`config.mk`:
```
export PLATFORM = sky130hd
export DESIGN_NAME = arlt_timer
export DESIGN_NICKNAME = d
export VERILOG_FILES = /design/src/common/arlt_pkg.sv /design/src/rtl/arlt_timer.sv
export SDC_FILE = /design/constraint.sdc
export NUM_CORES = 1
export LEC_CHECK = 0
export BUFFER_PORTS_ARGS = -buffer_cell sky130_fd_sc_hd__buf_2
export CAP_MARGIN = 40
export CORE_MARGIN = 2
export CORE_UTILIZATION = 53
export DETAILED_ROUTE_END_ITERATION = 10
export PLACE_DENSITY = 0.73
export SYNTH_ARGS = -nofsm -noshare
export SYNTH_HDL_FRONTEND = slang
export SYNTH_SLANG_ARGS = --single-unit
```
`constraint.sdc`:
```
create_clock -name sys_clk -period 2.4 [get_ports sys_clk]
set_input_delay 0.12 -clock sys_clk [delete_from_list [all_inputs] [get_ports sys_clk]]
set_output_delay 0.12 -clock sys_clk [all_outputs]
set_load 0.03 [all_outputs]
```
`src/common/arlt_pkg.sv`:
```
/*
 * Register map, field layout, reset values and timing counts of the
 * auto-reload timer with capture.
 * Assumes a byte-wide special-function register port with paging.
 */
`default_nettype none
package arlt_pkg;
    // ==========================================================
    // register map
    localparam logic [7:0] ARLT_PAGE_TIMER = 8'h00;
    localparam logic [7:0] ARLT_ADDR_CONTROL = 8'hc8;
    localparam logic [7:0] ARLT_ADDR_RELOAD_LOW = 8'hca;
    localparam logic [7:0] ARLT_ADDR_RELOAD_HIGH = 8'hcb;
    localparam logic [7:0] ARLT_ADDR_COUNT_LOW = 8'hcc;
    localparam logic [7:0] ARLT_ADDR_COUNT_HIGH = 8'hcd;
    localparam logic [7:0] ARLT_ADDR_CLOCK_CONTROL = 8'h8e;
    localparam logic [7:0] ARLT_ADDR_GLOBAL_IRQ = 8'ha8;
    // ==========================================================
    // control register fields
    localparam int ARLT_BIT_HIGH_FLAG = 7;
    localparam int ARLT_BIT_LOW_FLAG = 6;
    localparam int ARLT_BIT_LOW_IRQ_EN = 5;
    localparam int ARLT_BIT_CAPTURE_EN = 4;
    localparam int ARLT_BIT_SPLIT = 3;
    localparam int ARLT_BIT_RUN = 2;
    localparam int ARLT_BIT_EXT_CLK = 0;
    localparam logic [7:0] ARLT_CONTROL_WMASK = 8'hfd;
    // clock control fields
    localparam int ARLT_BIT_HIGH_CLK_SEL = 5;
    localparam int ARLT_BIT_LOW_CLK_SEL = 4;
    // global irq enable field
    localparam int ARLT_BIT_TIMER_IRQ_EN = 5;
    // ==========================================================
    // reset values
    localparam logic [7:0] ARLT_CONTROL_RESET = 8'h00;
    localparam logic [7:0] ARLT_BYTE_RESET = 8'h00;
    // ==========================================================
    // dividers
    localparam int ARLT_CORE_DIV = 12;
    localparam int ARLT_EXT_DIV = 8;
    localparam logic [3:0] ARLT_CORE_DIV_LAST = 4'(ARLT_CORE_DIV - 1);
    localparam logic [2:0] ARLT_EXT_DIV_LAST = 3'(ARLT_EXT_DIV - 1);
    localparam int ARLT_EXT_HALF = ARLT_EXT_DIV / 2;

    typedef struct packed {
        logic wr;
        logic rd;
        logic [7:0] page;
        logic [7:0] addr;
        logic [7:0] wdata;
    } arlt_sfr_req_t;
endpackage : arlt_pkg
`default_nettype wire

```
`src/rtl/arlt_timer.sv`:
```
/*
 * Auto-reload timer with capture: 16-bit or split 8-bit auto-reload,
 * external oscillator capture against the core clock.
 * Assumes a single-cycle byte register port from the core and an
 * asynchronous external oscillator pin.
 */
// Functional notes
// - sixteen-bit counter from low and high bytes, 16-bit or split reload
// - clocks: core, core/12, synchronised external/8
// - 16-bit rollover reloads both bytes and sets high flag
// - 16-bit mode overflow requests interrupt when timer irq enabled
// - 16-bit mode low byte rollover interrupts if low irq enabled too
// - split mode: bytes independent, each reloads from its own reload byte
// - split mode: run bit gates high byte only, low runs always
// - per-byte select 1 core clock, else external select picks /12 or /8
// - split mode: high rollover sets high flag, low rollover low flag
// - split mode interrupts on high, or either byte with low irq enable
// - hardware never clears flags, software clears and inspects both
// - capture copies counter into reload pair, sets high flag
// - capture event on each falling edge of external/8
// - capture mode counts on core or core/12 per low select
// - low select 1 with capture: count each core clock, capture each ext/8
// - split select bit 3, low irq enable bit 5 of control
// - control at 0xc8 page 0x00, bit addressable, resets to zero
// - capture enable 0 disables capture, 1 enables it when split is clear
// - run bit 1 enables counting
`timescale 1ns/1ps
`default_nettype none
module arlt_timer (
    // clock and reset
    input wire logic sys_clk,
    input wire logic rstn,
    // register port
    input wire arlt_pkg::arlt_sfr_req_t sfr_req,
    output logic [7:0] sfr_rdata,
    // external oscillator pin
    input wire logic ext_osc,
    // interrupt request
    output logic timer_irq
);
    import arlt_pkg::*;

    // ==========================================================
    // registers
    logic [7:0] control_reg;
    logic [7:0] clock_control_reg;
    logic [7:0] global_irq_reg;
    logic [7:0] count_low_reg;
    logic [7:0] count_high_reg;
    logic [7:0] reload_low_reg;
    logic [7:0] reload_high_reg;
    logic [3:0] core_div_reg;
    logic core_tick_reg;
    logic [2:0] ext_sync_reg;
    logic ext_level_reg;
    logic [2:0] ext_div_reg;
    logic ext_tick_reg;
    logic ext_fall_reg;

    function automatic logic sel(input logic [7:0] a);
        sel = sfr_req.page == ARLT_PAGE_TIMER && sfr_req.addr == a;
    endfunction : sel

    function automatic logic tick_for(input logic byte_core_sel);
        if (byte_core_sel) begin
            tick_for = 1'b1;
        end else if (control_reg[ARLT_BIT_EXT_CLK]) begin
            tick_for = ext_tick_reg;
        end else begin
            tick_for = core_tick_reg;
        end
    endfunction : tick_for

    logic wr_control, wr_rl_low, wr_rl_high, wr_cnt_low, wr_cnt_high;
    assign wr_control = sfr_req.wr && sel(ARLT_ADDR_CONTROL);
    assign wr_rl_low = sfr_req.wr && sel(ARLT_ADDR_RELOAD_LOW);
    assign wr_rl_high = sfr_req.wr && sel(ARLT_ADDR_RELOAD_HIGH);
    assign wr_cnt_low = sfr_req.wr && sel(ARLT_ADDR_COUNT_LOW);
    assign wr_cnt_high = sfr_req.wr && sel(ARLT_ADDR_COUNT_HIGH);

    // ==========================================================
    // clock sources
    always_ff @(posedge sys_clk or negedge rstn) begin
        if (!rstn) begin
            core_div_reg <= 4'h0;
            core_tick_reg <= 1'b0;
        end else begin
            core_tick_reg <= core_div_reg == ARLT_CORE_DIV_LAST;
            core_div_reg <= (core_div_reg == ARLT_CORE_DIV_LAST) ? 4'h0 : core_div_reg + 4'h1;
        end
    end

    // three-stage sync, change accepted once stages two and three agree
    always_ff @(posedge sys_clk or negedge rstn) begin
        if (!rstn) begin
            ext_sync_reg <= 3'h0;
            ext_level_reg <= 1'b0;
        end else begin
            ext_sync_reg <= {ext_sync_reg[1:0], ext_osc};
            if (ext_sync_reg[2] == ext_sync_reg[1]) begin
                ext_level_reg <= ext_sync_reg[2];
            end
        end
    end

    logic ext_rise;
    assign ext_rise = (ext_sync_reg[2] == ext_sync_reg[1]) && ext_sync_reg[2] && !ext_level_reg;

    // divide external by 8; falling edge of the divided clock is the capture event
    always_ff @(posedge sys_clk or negedge rstn) begin
        if (!rstn) begin
            ext_div_reg <= 3'h0;
            ext_tick_reg <= 1'b0;
            ext_fall_reg <= 1'b0;
        end else begin
            ext_tick_reg <= ext_rise && ext_div_reg == ARLT_EXT_DIV_LAST;
            ext_fall_reg <= ext_rise && ext_div_reg == ARLT_EXT_DIV_LAST;
            if (ext_rise) begin
                ext_div_reg <= ext_div_reg + 3'h1;
            end
        end
    end

    // ==========================================================
    // mode decode
    logic split, capture, run, low_tick, high_tick, cnt_tick;
    assign split = control_reg[ARLT_BIT_SPLIT];
    assign capture = control_reg[ARLT_BIT_CAPTURE_EN] && !split;
    assign run = control_reg[ARLT_BIT_RUN];
    assign low_tick = tick_for(clock_control_reg[ARLT_BIT_LOW_CLK_SEL]);
    assign high_tick = tick_for(clock_control_reg[ARLT_BIT_HIGH_CLK_SEL]);
    // capture mode: ext/8 is the measured clock, so external select picks core/12 only
    assign cnt_tick = capture ?
        (clock_control_reg[ARLT_BIT_LOW_CLK_SEL] | core_tick_reg) : low_tick;

    logic low_adv, high_adv, low_ovf, high_ovf, cap_evt;
    assign low_adv = split ? low_tick : (run && cnt_tick);
    assign high_adv = split ? (run && high_tick) : (low_adv && count_low_reg == 8'hff);
    assign low_ovf = low_adv && count_low_reg == 8'hff;
    assign high_ovf = high_adv && count_high_reg == 8'hff;
    assign cap_evt = capture && ext_fall_reg;

    // ==========================================================
    // counter bytes
    always_ff @(posedge sys_clk or negedge rstn) begin
        if (!rstn) begin
            count_low_reg <= ARLT_BYTE_RESET;
        end else if (wr_cnt_low) begin
            count_low_reg <= sfr_req.wdata;
        end else if (low_adv) begin
            if (low_ovf && split) begin
                count_low_reg <= reload_low_reg;
            end else if (low_ovf && high_ovf) begin
                count_low_reg <= reload_low_reg;
            end else begin
                count_low_reg <= count_low_reg + 8'h01;
            end
        end
    end

    always_ff @(posedge sys_clk or negedge rstn) begin
        if (!rstn) begin
            count_high_reg <= ARLT_BYTE_RESET;
        end else if (wr_cnt_high) begin
            count_high_reg <= sfr_req.wdata;
        end else if (high_adv) begin
            count_high_reg <= high_ovf ? reload_high_reg : count_high_reg + 8'h01;
        end
    end

    // ==========================================================
    // reload bytes, overwritten by capture
    always_ff @(posedge sys_clk or negedge rstn) begin
        if (!rstn) begin
            reload_low_reg <= ARLT_BYTE_RESET;
            reload_high_reg <= ARLT_BYTE_RESET;
        end else begin
            if (cap_evt) begin
                reload_low_reg <= count_low_reg;
                reload_high_reg <= count_high_reg;
            end else begin
                if (wr_rl_low) begin
                    reload_low_reg <= sfr_req.wdata;
                end
                if (wr_rl_high) begin
                    reload_high_reg <= sfr_req.wdata;
                end
            end
        end
    end

    // ==========================================================
    // control register; hardware set wins over software clear
    logic set_high, set_low;
    assign set_high = high_ovf || cap_evt;
    assign set_low = low_ovf;

    always_ff @(posedge sys_clk or negedge rstn) begin
        if (!rstn) begin
            control_reg <= ARLT_CONTROL_RESET;
        end else begin
            if (wr_control) begin
                control_reg <= sfr_req.wdata & ARLT_CONTROL_WMASK;
            end
            if (set_high) begin
                control_reg[ARLT_BIT_HIGH_FLAG] <= 1'b1;
            end
            if (set_low) begin
                control_reg[ARLT_BIT_LOW_FLAG] <= 1'b1;
            end
        end
    end

    always_ff @(posedge sys_clk or negedge rstn) begin
        if (!rstn) begin
            clock_control_reg <= ARLT_CONTROL_RESET;
            global_irq_reg <= ARLT_CONTROL_RESET;
        end else begin
            if (sfr_req.wr && sfr_req.addr == ARLT_ADDR_CLOCK_CONTROL) begin
                clock_control_reg <= sfr_req.wdata;
            end
            if (sfr_req.wr && sfr_req.addr == ARLT_ADDR_GLOBAL_IRQ) begin
                global_irq_reg <= sfr_req.wdata;
            end
        end
    end

    // ==========================================================
    // interrupt request, level from flags
    logic irq_next;
    assign irq_next = global_irq_reg[ARLT_BIT_TIMER_IRQ_EN] &&
        (control_reg[ARLT_BIT_HIGH_FLAG] ||
         (control_reg[ARLT_BIT_LOW_IRQ_EN] && control_reg[ARLT_BIT_LOW_FLAG]));

    always_ff @(posedge sys_clk or negedge rstn) begin
        if (!rstn) begin
            timer_irq <= 1'b0;
        end else begin
            timer_irq <= irq_next;
        end
    end

    // ==========================================================
    // read data, registered
    logic [7:0] rdata_next;
    always_comb begin
        rdata_next = 8'h00;
        if (sel(ARLT_ADDR_CONTROL)) begin
            rdata_next = control_reg;
        end else if (sel(ARLT_ADDR_RELOAD_LOW)) begin
            rdata_next = reload_low_reg;
        end else if (sel(ARLT_ADDR_RELOAD_HIGH)) begin
            rdata_next = reload_high_reg;
        end else if (sel(ARLT_ADDR_COUNT_LOW)) begin
            rdata_next = count_low_reg;
        end else if (sel(ARLT_ADDR_COUNT_HIGH)) begin
            rdata_next = count_high_reg;
        end else if (sfr_req.addr == ARLT_ADDR_CLOCK_CONTROL) begin
            rdata_next = clock_control_reg;
        end else if (sfr_req.addr == ARLT_ADDR_GLOBAL_IRQ) begin
            rdata_next = global_irq_reg;
        end
    end

    always_ff @(posedge sys_clk or negedge rstn) begin
        if (!rstn) begin
            sfr_rdata <= 8'h00;
        end else if (sfr_req.rd) begin
            sfr_rdata <= rdata_next;
        end
    end
endmodule : arlt_timer
`default_nettype wire

```
==> results of run 1 <==
## metrics by stage
stage               setup slack [ps]  std cells  power, mW
floorplan                        409        436       1.51
global placement                 298        560       1.60
detailed placement               274        561       1.62
CTS                              253        579       2.53
global route                     104        579       2.63
finish                           236        579       2.52
## Yosys cell counts (3+ instances only)
cell / number
dfrtp_1: 77
mux2_2: 33
nor2_1: 30
a21oi_1: 29
nand2_1: 29
mux2i_1: 23
nand3_1: 18
o21ai_0: 13
buf_2: 12
inv_1: 12
clkbuf_1: 10
a221oi_1: 9
and3_1: 7
ha_1: 6
nor3_1: 6
o221ai_1: 6
a22oi_1: 5
a32o_1: 5
and2_1: 5
and4_1: 5
nand2b_1: 5
nand4_1: 5
o21ai_1: 5
o22ai_1: 5
o31ai_1: 5
nor2b_1: 4
a211oi_1: 3
a32oi_1: 3
and4b_1: 3
buf_4: 3
## kinds of logic (layout without fill, tap and decap cells)
group	after synthesis	after routing
AOI/OAI and AO/OA	111	111
xor gates and xnor gates	3	3
adders and majority gates	6	6
buffers and inverters	40	78
DFF	77	77
muxes	56	56
and+or+nand+nor	143	143
## worst max-delay path: stages, from the launching register on
cell,delay (ps)
dfrtp_1,480
nor2b_1,220
nor4b_2,70
buf_4,160
nor3_1,690
a21boi_0,220
o22a_1,220
## cell usage in the layout (no fill, tap or decap), drive strengths merged, types with 4 or more instances in the layout
cell type,netlist,routed
and2,5,5
o22ai,5,5
nand3,20,20
mux2,33,33
o221ai,6,6
buf,18,48
o21ai,18,18
inv,12,15
ha,6,6
or3,4,4
clkbuf,10,9
and3,10,10
o31ai,6,6
a221oi,9,9
nor2,30,30
a211oi,4,4
dfrtp,77,77
a32o,5,5
nand2b,5,5
and4,6,6
a21oi,31,31
nand2,30,30
a22oi,5,5
nand4,6,6
nor2b,4,4
nor3,6,6
mux2i,23,23
## layer usage
metal | vias up | track usage, % | share of wire [%]
met5 | - | 0 | 0
met4 | 0 | 10.6 | 2.8
met3 | 25 | 5.56 | 7.2
met2 | 162 | 42.9 | 46
met1 | 1839 | 40.8 | 44
li1 | 1703 | - | -
## power breakdown
group	switching, mW	leakage [nW]	total [mW]	internal (mW)
clock network	0.543	0.0906	0.931	0.388
logic	0.130	1.11	0.219	0.0896
registers	0.0309	0.899	1.37	1.34
## worst min-delay path by stage
stage | startpoint | to | slack, ps
global route | sfr_req[1] | count_high_reg[1] | 80
global placement | ext_osc | ext_sync_reg[0] | 230
floorplan | rstn | clock_control_reg[0] | -180
finish | sfr_req[1] | count_high_reg[1] | 60
detailed placement | rstn | count_high_reg[5] | 110
CTS | sfr_req[1] | count_high_reg[1] | 60
## final cells by class
cell class              instances  area (µm²)  area share, %
clock buffers                   9         124           2.51
inverters                      12        45.0          0.914
clock inverters                 7        56.3           1.14
well taps                     105         131           2.67
repair buffers                 50         303           6.14
multi-input cells             319        2340           47.5
flip-flops and latches         77        1930           39.1
==> summary.md, run 1 <==
| Metric | Value |
|---|---|
| Hold_buf cts | `2` |
| Layout cell share with drive strength beyond 1 | `between 20% and 30%` |
| Diodes inserted | `0` |
| Leakage | `2.10 nW` |
| Sequential element share of the synthesized area | `43.2%` |
| Avg Vias per Cell | `6.44` |
| Nets | `504` |
| Clock sink total | `77` |
| Asr flop ratio synth | `100%` |
| Worst slew margin | `42.5%` |
| Die W | `between 90 and 100 µm` |
| Clock root cell | `clkbuf_8` |
| Clk_skew | `10.3 ps` |
| Reg2reg end | `count_low_reg[0]` |
| Ys flop type | `dfrtp_1` |
| Hold Vio Cnt, Final | `0` |
| Syn_area_per_cell | `10.2 µm²` |
| Multiplexer share of the synthesized area | `13.5%` |
| Worst setup startpoint | `control_reg[3]` |
| Share of the synthesized area in the top cell type | `43.2%` |
| Std cell rows | `33` |
| Clk_lat worst skew | `370 ps` |
| Placer's final routability congestion estimate | `0.945` |
| Min Hold Slack | `64.7 ps` |
| Die Area | `slightly above 9000 µm²` |
| Worst slew pin tran | `857 ps` |
| Peak supply drop | `410 µV` |
| Reg2Reg Launch Point | `control_reg[3]` |
| PwrDens | `512 nW/µm²` |
| DIE HEIGHT | `95.7 µm` |
| Number of synthesized flops with an enable pin | `0` |
| WL/cell | `21.3 µm` |
| RSZ-0062 raised after global routing | `false` |
| Setup_tns | `0 ps` |
| Max-Cap Viols | `0` |
| Synth Area in Compound Gates | `18.2%` |
| Adder and majority cell fraction of the synthesized area | `~1.7%` |
| Synth Cell Area | `4460 µm²` |
| Max FO, Critical Path | `9` |
| Slew Limit Fails | `0` |
| Initial Utilization | `54.6%` |
| Xor-xnor portion of the synthesized cell area | `0.589%` |
| Area grow syn2layout | `10.5%` |
| Core area | `~8200 µm²` |
| Data required time of the critical path | `roughly 2700 ps` |
| CTS buffer count | `9` |
| Hold path depth | `3` |
| Fin crit share | `90.2%` |
| Final setup fails | `0` |
| Final instance area | `4930 µm²` |
| Worst hold path type | `in2reg` |
| Post-route ant nets | `0` |
| #FFs+latches synth | `77` |
| Setup Buffers After CTS | `0` |
| Setup crit start kind | `flip-flop` |
| Layout fillers | `between 700 and 800` |
| Hpwl dp | `8880 µm` |
| YS warnings | `0` |
| Critical path arrival | `2430 ps` |
| DR iter-0 viols | `approximately 250` |
| DR DRC count | `0` |
| Port Buf Inserts | `37` |
| Boundary Pins | `38` |
| Synth cell types | `70` |
| Via count | `3729` |
| Status | `completed` |
| CP Class | `reg2reg` |
| Drt total wl | `12300 µm` |
| Area leader, netlist | `dfrtp_1` |
| Largest net degree at the start of global routing | `45` |
| Dpl cell area | `4730 µm²` |
| R2R cell count | `6` |
| Worst setup endpoint | `count_low_reg[0]` |
| Pre-antenna DRT Iters | `5` |
| Syn_nets | `471` |
| Synth Area in Simple Gates | `18.6%` |
| Top cells by area, synth | `dfrtp_1, mux2_2, mux2i_1` |
| Fmax | `462 MHz` |
| Tmin final | `2160 ps` |
| GRT Total Usage | `28.5%` |
| Util after Layout | `60.3%` |
| Wire length of the first global-routing pass | `19200 µm` |
| Initial antenna violation count | `0` |
| R2R Setup Slk | `240 ps` |
| Reg clk slew, reported paths | `about 90 ps` |
| Post-Syn Instances | `436` |
| Clk buf depth | `2` |
| H-tree depth | `3` |
| Cts repair resizes | `0` |
| Vias in the first global route | `roughly 3500` |
| Largest family of logic cells by synthesized area | `simple AND/OR/NAND/NOR gates` |
| Congestion Overflow GR | `0` |
| Crit. End Element | `flip-flop` |
| CTS tree | `built` |
Power figures use the tool's default switching activity.
==> run 2, diff against run 1 <==
--- a/config.mk
+++ b/config.mk
@@ -10,7 +10,7 @@
 export CORE_MARGIN = 2
 export CORE_UTILIZATION = 53
 export DETAILED_ROUTE_END_ITERATION = 10
-export PLACE_DENSITY = 0.73
+export PLACE_DENSITY_LB_ADDON = 0.12
 export SYNTH_ARGS = -nofsm -noshare
 export SYNTH_HDL_FRONTEND = slang
 export SYNTH_SLANG_ARGS = --single-unit
==> run 2 against run 1 <==
Against the previous run: register-to-register slack improved by 30 ps; clock power rose by 7%; critical path depth rose by 1; design area barely moved; clock skew rose by 2.4 ps; via count fell by 0.54%; die area did not move; sequential share of layout area barely moved; count of clock-buffer cells in the layout rose by 1; setup slack improved by 34 ps.
==> summary.md, run 2 (synthesis results as in run 1) <==
| Metric | Value |
|---|---|
| Hold Vio Cnt, Final | `0 (unchanged)` |
| DR DRC count | `0 (unchanged)` |
| Layout cell share with drive strength beyond 1 | `25.4% (-0.53 points)` |
| Congestion Overflow GR | `0 (unchanged)` |
| Nets | `502 (-0.40%)` |
| Initial Utilization | `54.6% (unchanged)` |
| Initial antenna violation count | `0 (unchanged)` |
| Boundary Pins | `38 (unchanged)` |
| R2R cell count | `7 (+1)` |
| Final WS setup | `270 ps (+34.4 ps)` |
| Placer's final routability congestion estimate | `0.958 (+1.4%)` |
| Slew Limit Fails | `0 (unchanged)` |
| CP cell instances | `ha_1 -> and3_4 -> nand3_4 -> o41ai_4 -> buf_4 -> a41oi_1 -> o31ai_1` |
| CTS tree | `built` |
| DIE HEIGHT | `95.7 µm (unchanged)` |
| Max FO, Critical Path | `14 (+5)` |
| Placement Setup Slack | `270 ps (-4.72 ps)` |
| Diodes inserted | `0 (unchanged)` |
| Hold path depth | `3 (unchanged)` |
| Die Area | `9170 µm² (unchanged)` |
| R2R Setup Slk | `270 ps (+30 ps)` |
| Reg2reg end | `count_high_reg[7]` |
| Reg2Reg Launch Point | `count_low_reg[0]` |
| Leakage | `2.09 nW (-0.33%)` |
| Largest net degree at the start of global routing | `45 (unchanged)` |
| Fin crit share | `88.8% (-1.4 points)` |
| Critical path arrival | `2390 ps (-40 ps)` |
| Hpwl dp | `8890 µm (+0.16%)` |
| Cts repair resizes | `0 (unchanged)` |
| Clk_lat worst skew | `360 ps (about the same)` |
| Std cell rows | `33 (unchanged)` |
| DR iter-0 viols | `244 (-3.2%)` |
| Via count | `3709 (-0.54%)` |
| PwrDens | `528 nW/µm² (+3.1%)` |
| Most common cell after layout, fill and taps aside | `dfrtp_1` |
| CP delay by family, top | `compound AO/OA/AOI/OAI gates` |
| Final setup fails | `0 (unchanged)` |
| Slowest stage delay, CP | `470 ps (-220 ps)` |
| WL/cell | `21.1 µm (-0.90%)` |
| Tmin final | `2130 ps (-34.4 ps)` |
| Commonest cells after routing, fill and taps aside | `dfrtp_1, buf_2, mux2_2` |
| Buffers plus inverters on the worst setup path | `1 (unchanged)` |
| Data required time of the critical path | `2660 ps (about the same)` |
| Pre-antenna DRT Iters | `5 (unchanged)` |
| H-tree depth | `3 (unchanged)` |
| Port Buf Inserts | `37 (unchanged)` |
| Worst hold path type | `in2reg` |
| Die W | `95.7 µm (unchanged)` |
| Clock sink total | `77 (unchanged)` |
| Worst slew margin | `61.9% (+19 points)` |
| GRT Total Usage | `28.6% (+0.10 points)` |
| Setup crit start kind | `flip-flop` |
| Max-Cap Viols | `0 (unchanged)` |
| Min-Delay Endpoint | `count_high_reg[1]` |
| RSZ-0062 raised after global routing | `false` |
| Vias in the first global route | `3433 (-0.81%)` |
| Clock root cell | `clkbuf_8` |
| Clk_skew | `12.7 ps (+2.36 ps)` |
| Peak supply drop | `348 µV (-15%)` |
| Setup_tns | `0 ps (unchanged)` |
| Drt total wl | `12200 µm (-1.2%)` |
| Core area | `8180 µm² (unchanged)` |
| Post-route ant nets | `0 (unchanged)` |
| Worst slew pin tran | `571 ps (-286 ps)` |
| Wire length of the first global-routing pass | `19300 µm (+0.36%)` |
| Crit. End Element | `flip-flop` |
| Clk buf depth | `2 (unchanged)` |
| Reg clk slew, reported paths | `90 ps (about the same)` |
| Layout fillers | `709 (+0.71%)` |
| Status | `completed` |
| Area grow syn2layout | `10.5% (about the same)` |
| Avg Vias per Cell | `6.43 (-0.19%)` |
| Hold_sp | `sfr_req[1]` |
| CTS buffer count | `9 (unchanged)` |
| Slowest stage cell, crit path | `dfrtp_1` |
| Fmax | `469 MHz (+1.6%)` |
| CP Class | `reg2reg` |
run 2: changes by cell type in the layout (fill, tap and decap cells not counted):
| cell | before | now |
|---|---|---|
| inv_6 | 3 | 1 |
| buf_2 | 36 | 37 |
| clkinv_2 | 1 | 0 |
| clkinvlp_4 | 1 | 2 |
| buf_4 | 11 | 8 |
| clkbuf_1 | 0 | 1 |
| bufinv_16 | 0 | 1 |
run 2: how the worst max path moves through the flow:
stage	cells after the start	endpoint	start
3_3_place_gp	7	count_high_reg[7]	count_low_reg[0]
3_5_place_dp	7	count_high_reg[7]	count_low_reg[0]
4_1_cts	7	count_high_reg[7]	count_low_reg[0]
5_1_grt	6	count_low_reg[4]	count_high_reg[0]
2_1_floorplan	8	count_low_reg[2]	count_high_reg[0]
6_report	7	count_high_reg[7]	count_low_reg[0]
run 2: through the flow:
stage	hold WS, ps	utilization [%]	total power [mW]	instance area (µm²)	cells
2_1_floorplan	-176	-	1.51	4460	436
3_3_place_gp	153	57.6	1.61	4710	558
3_5_place_dp	165	57.6	1.63	4710	559
4_1_cts	69.1	60.3	2.63	4930	577
5_1_grt	92.5	60.3	2.71	4930	577
6_report	84.7	60.3	2.60	4930	577
run 2: timing repair:
| action | in CTS | in global routing |
|---|---|---|
| setup buffers | 0 | 0 |
| endpoints found under the hold margin | 44 | 0 |
| hold buffers | 2 | 0 |
run 2: power breakdown:
part,switching (mW),internal (mW),leakage (nW)
combinational,0.135,0.0925,1.10
clock,0.517,0.488,0.0931
sequential,0.0282,1.34,0.899
total,0.680,1.92,2.09
run 2: layer usage:
metal	routed length, µm	global-route usage [%]	vias up
met5	0	0	-
met4	440	12.7	0
met3	909	6.03	34
met2	5450	41.6	155
met1	5380	41.1	1810
li1	-	-	1710
run 2: worst register-to-register path: cells and delay by family, from the launching register on:
| family | cells | cell delay (ps) |
|---|---|---|
| DFF | 1 | 470 |
| AOI/OAI and AO/OA | 3 | 700 |
| adders and majority gates | 1 | 250 |
| and+or+nand+nor | 2 | 360 |
| buffers and inverters | 1 | 270 |
run 2: cell type report:
type	count	area, µm²	share of cell area (%)
Inverter	12	45.0	0.914
Sequential cell	77	1930	39.1
Clock inverter	6	71.3	1.45
Tap cell	105	131	2.66
Timing Repair Buffer	48	285	5.79
Multi-Input combinational cell	319	2340	47.5
Clock buffer	10	128	2.59
==> run 3, diff against run 2 <==
--- a/config.mk
+++ b/config.mk
@@ -11,6 +11,7 @@
 export CORE_UTILIZATION = 53
 export DETAILED_ROUTE_END_ITERATION = 10
 export PLACE_DENSITY_LB_ADDON = 0.12
+export SETUP_SLACK_MARGIN = 0.3
 export SYNTH_ARGS = -nofsm -noshare
 export SYNTH_HDL_FRONTEND = slang
 export SYNTH_SLANG_ARGS = --single-unit
==> constraint.sdc (replaced) <==
create_clock -name sys_clk -period 2.7 [get_ports sys_clk]
set_input_delay 0.135 -clock sys_clk [delete_from_list [all_inputs] [get_ports sys_clk]]
set_output_delay 0.135 -clock sys_clk [all_outputs]
set_load 0.03 [all_outputs]
==> run 3 against run 2 <==
Against the previous run: die area unchanged; clock skew grew 2.8 ps; design area down 0.63%; critical path type unchanged; critical endpoint is now count_low_reg[3]; largest cell class unchanged; largest power group unchanged.
==> summary.md, run 3 (synthesis results as in run 1) <==
| Metric | Value |
|---|---|
| Diodes inserted | `0 (unchanged)` |
| RSZ-0062 raised after global routing | `false` |
| Area of the multi-input gates | `2340 µm² (unchanged)` |
| Std cell rows | `33 (unchanged)` |
| Setup_tns | `0 ps (unchanged)` |
| Clk buf depth | `2 (unchanged)` |
| Critical path arrival | `2480 ps (+90 ps)` |
| GRT Total Usage | `28.9% (+0.28 points)` |
| Pre-antenna DRT Iters | `5 (unchanged)` |
| Vias in the first global route | `3606 (+5.0%)` |
| Die W | `95.7 µm (unchanged)` |
| CP Class | `reg2reg` |
| Setup crit start kind | `flip-flop` |
| Clk_lat worst skew | `360 ps (about the same)` |
| Fin crit share | `83.3% (-5.4 points)` |
| Hold path depth | `3 (unchanged)` |
| Setup Buffers After CTS | `0 (unchanged)` |
| Leakage | `2.08 nW (-0.65%)` |
| Total power | `2.25 mW (-14%)` |
| Status | `completed` |
| Avg Vias per Cell | `6.58 (+2.4%)` |
| Placer's final routability congestion estimate | `0.919 (-4.0%)` |
| Sequential cell area | `1930 µm² (unchanged)` |
| Hold Vio Cnt, Final | `0 (unchanged)` |
| Clk_skew | `15.5 ps (+2.80 ps)` |
| Worst slew pin tran | `610 ps (+38.6 ps)` |
| Fmax | `444 MHz (-5.3%)` |
| Tmin final | `2250 ps (+120 ps)` |
| Die Area | `9170 µm² (unchanged)` |
| Data required time of the critical path | `2930 ps (+270 ps)` |
| Largest net degree at the start of global routing | `45 (unchanged)` |
| Commonest cells after routing, fill and taps aside | `dfrtp_1, buf_2, mux2_2` |
| Layout fillers | `700 (-1.3%)` |
| DR iter-0 viols | `343 (+41%)` |
| Max-Cap Viols | `0 (unchanged)` |
| Initial Utilization | `54.6% (unchanged)` |
| Crit. End Element | `flip-flop` |
| PwrDens | `458 nW/µm² (-13%)` |
| Cts repair resizes | `0 (unchanged)` |
| Reg clk slew, reported paths | `80 ps (about the same)` |
| Clock root cell | `clkbuf_8` |
| Worst slew margin | `59.2% (-2.7 points)` |
| Drt total wl | `12300 µm (+1.0%)` |
| Slew Limit Fails | `0 (unchanged)` |
| Wire length of the first global-routing pass | `19700 µm (+2.3%)` |
| Area grow syn2layout | `9.82%` |
| Peak supply drop | `286 µV (-18%)` |
| Via count | `3786 (+2.1%)` |
| WL/cell | `21.4 µm (+1.4%)` |
| DIE HEIGHT | `95.7 µm (unchanged)` |
| CTS buffer count | `9 (unchanged)` |
| Nets | `500 (-0.40%)` |
| Post-route ant nets | `0 (unchanged)` |
| Most common cell after layout, fill and taps aside | `dfrtp_1` |
| Worst hold path type | `in2reg` |
| DR DRC count | `0 (unchanged)` |
| CTS tree | `built` |
| H-tree depth | `3 (unchanged)` |
| R2R cell count | `6 (-1)` |
| Initial antenna violation count | `0 (unchanged)` |
| Final instance area | `4900 µm² (-0.63%)` |
| Dpl cell area | `4700 µm² (-0.27%)` |
| Clock sink total | `77 (unchanged)` |
| Final setup fails | `0 (unchanged)` |
| Hold_buf cts | `2 (unchanged)` |
| Core area | `8180 µm² (unchanged)` |
| Congestion Overflow GR | `0 (unchanged)` |
| R2R Setup Slk | `450 ps (+180 ps)` |
| Hpwl dp | `9050 µm (+1.8%)` |
| Boundary Pins | `38 (unchanged)` |
| Max FO, Critical Path | `9 (-5)` |
| Layout cell share with drive strength beyond 1 | `25.3% (-0.10 points)` |
| Port Buf Inserts | `37 (unchanged)` |
run 3: cell count changes in the layout (fill, tap and decap cells not counted), sizes merged:
cell,before,now
clkbuf,10,9
buf,46,44
bufinv,1,0
inv,13,15
clkinv,2,3
clkinvlp,2,1
run 3: power by group:
part / internal (mW) / switching, mW / total (mW)
combinational: 0.0800 / 0.116 / 0.196
clock: 0.345 / 0.483 / 0.829
sequential: 1.19 / 0.0256 / 1.22
total: 1.62 / 0.625 / 2.25
run 3: final cells by class:
class	instances	area share, %
multi-input cells	319	47.8
flip-flops and latches	77	39.3
repair buffers	46	5.57
well taps	105	2.68
clock buffers	9	2.53
clock inverters	7	1.15
inverters	12	0.920
run 3: routing by layer:
layer / up-vias / global-route usage (%) / part of all wire, %
li1: 1709 / - / -
met1: 1844 / 41.0 / 44
met2: 194 / 43.9 / 46
met3: 39 / 5.25 / 7.6
met4: 0 / 11.1 / 3.0
met5: - / 0 / 0
run 3: worst max-delay path, stage by stage (launching register included):
cell      delay [ps]
dfrtp_1          470
ha_1             370
and3_1           350
a21oi_2          160
or3_2            460
a211oi_1         240
nor3_1            80
run 3: final timing paths:
path | startpoint | end
min | sfr_req[1] | count_high_reg[1]
min reg2reg | ext_sync_reg[0] | ext_sync_reg[1]
max | count_high_reg[0] | count_low_reg[3]
max in group asynchronous | rstn | reload_high_reg[5]
min in group asynchronous | rstn | count_low_reg[6]
max reg2reg | count_high_reg[0] | count_low_reg[3]
run 3: through the flow:
step           instances  util, %  hold WS, ps  setup WS (ps)
2_1_floorplan        436        -         -161            709
3_3_place_gp         556     57.2          245            552
3_5_place_dp         557     57.5          120            489
4_1_cts              575     59.9          104            465
5_1_grt              575     59.9          124            333
6_report             575     59.9          108            450
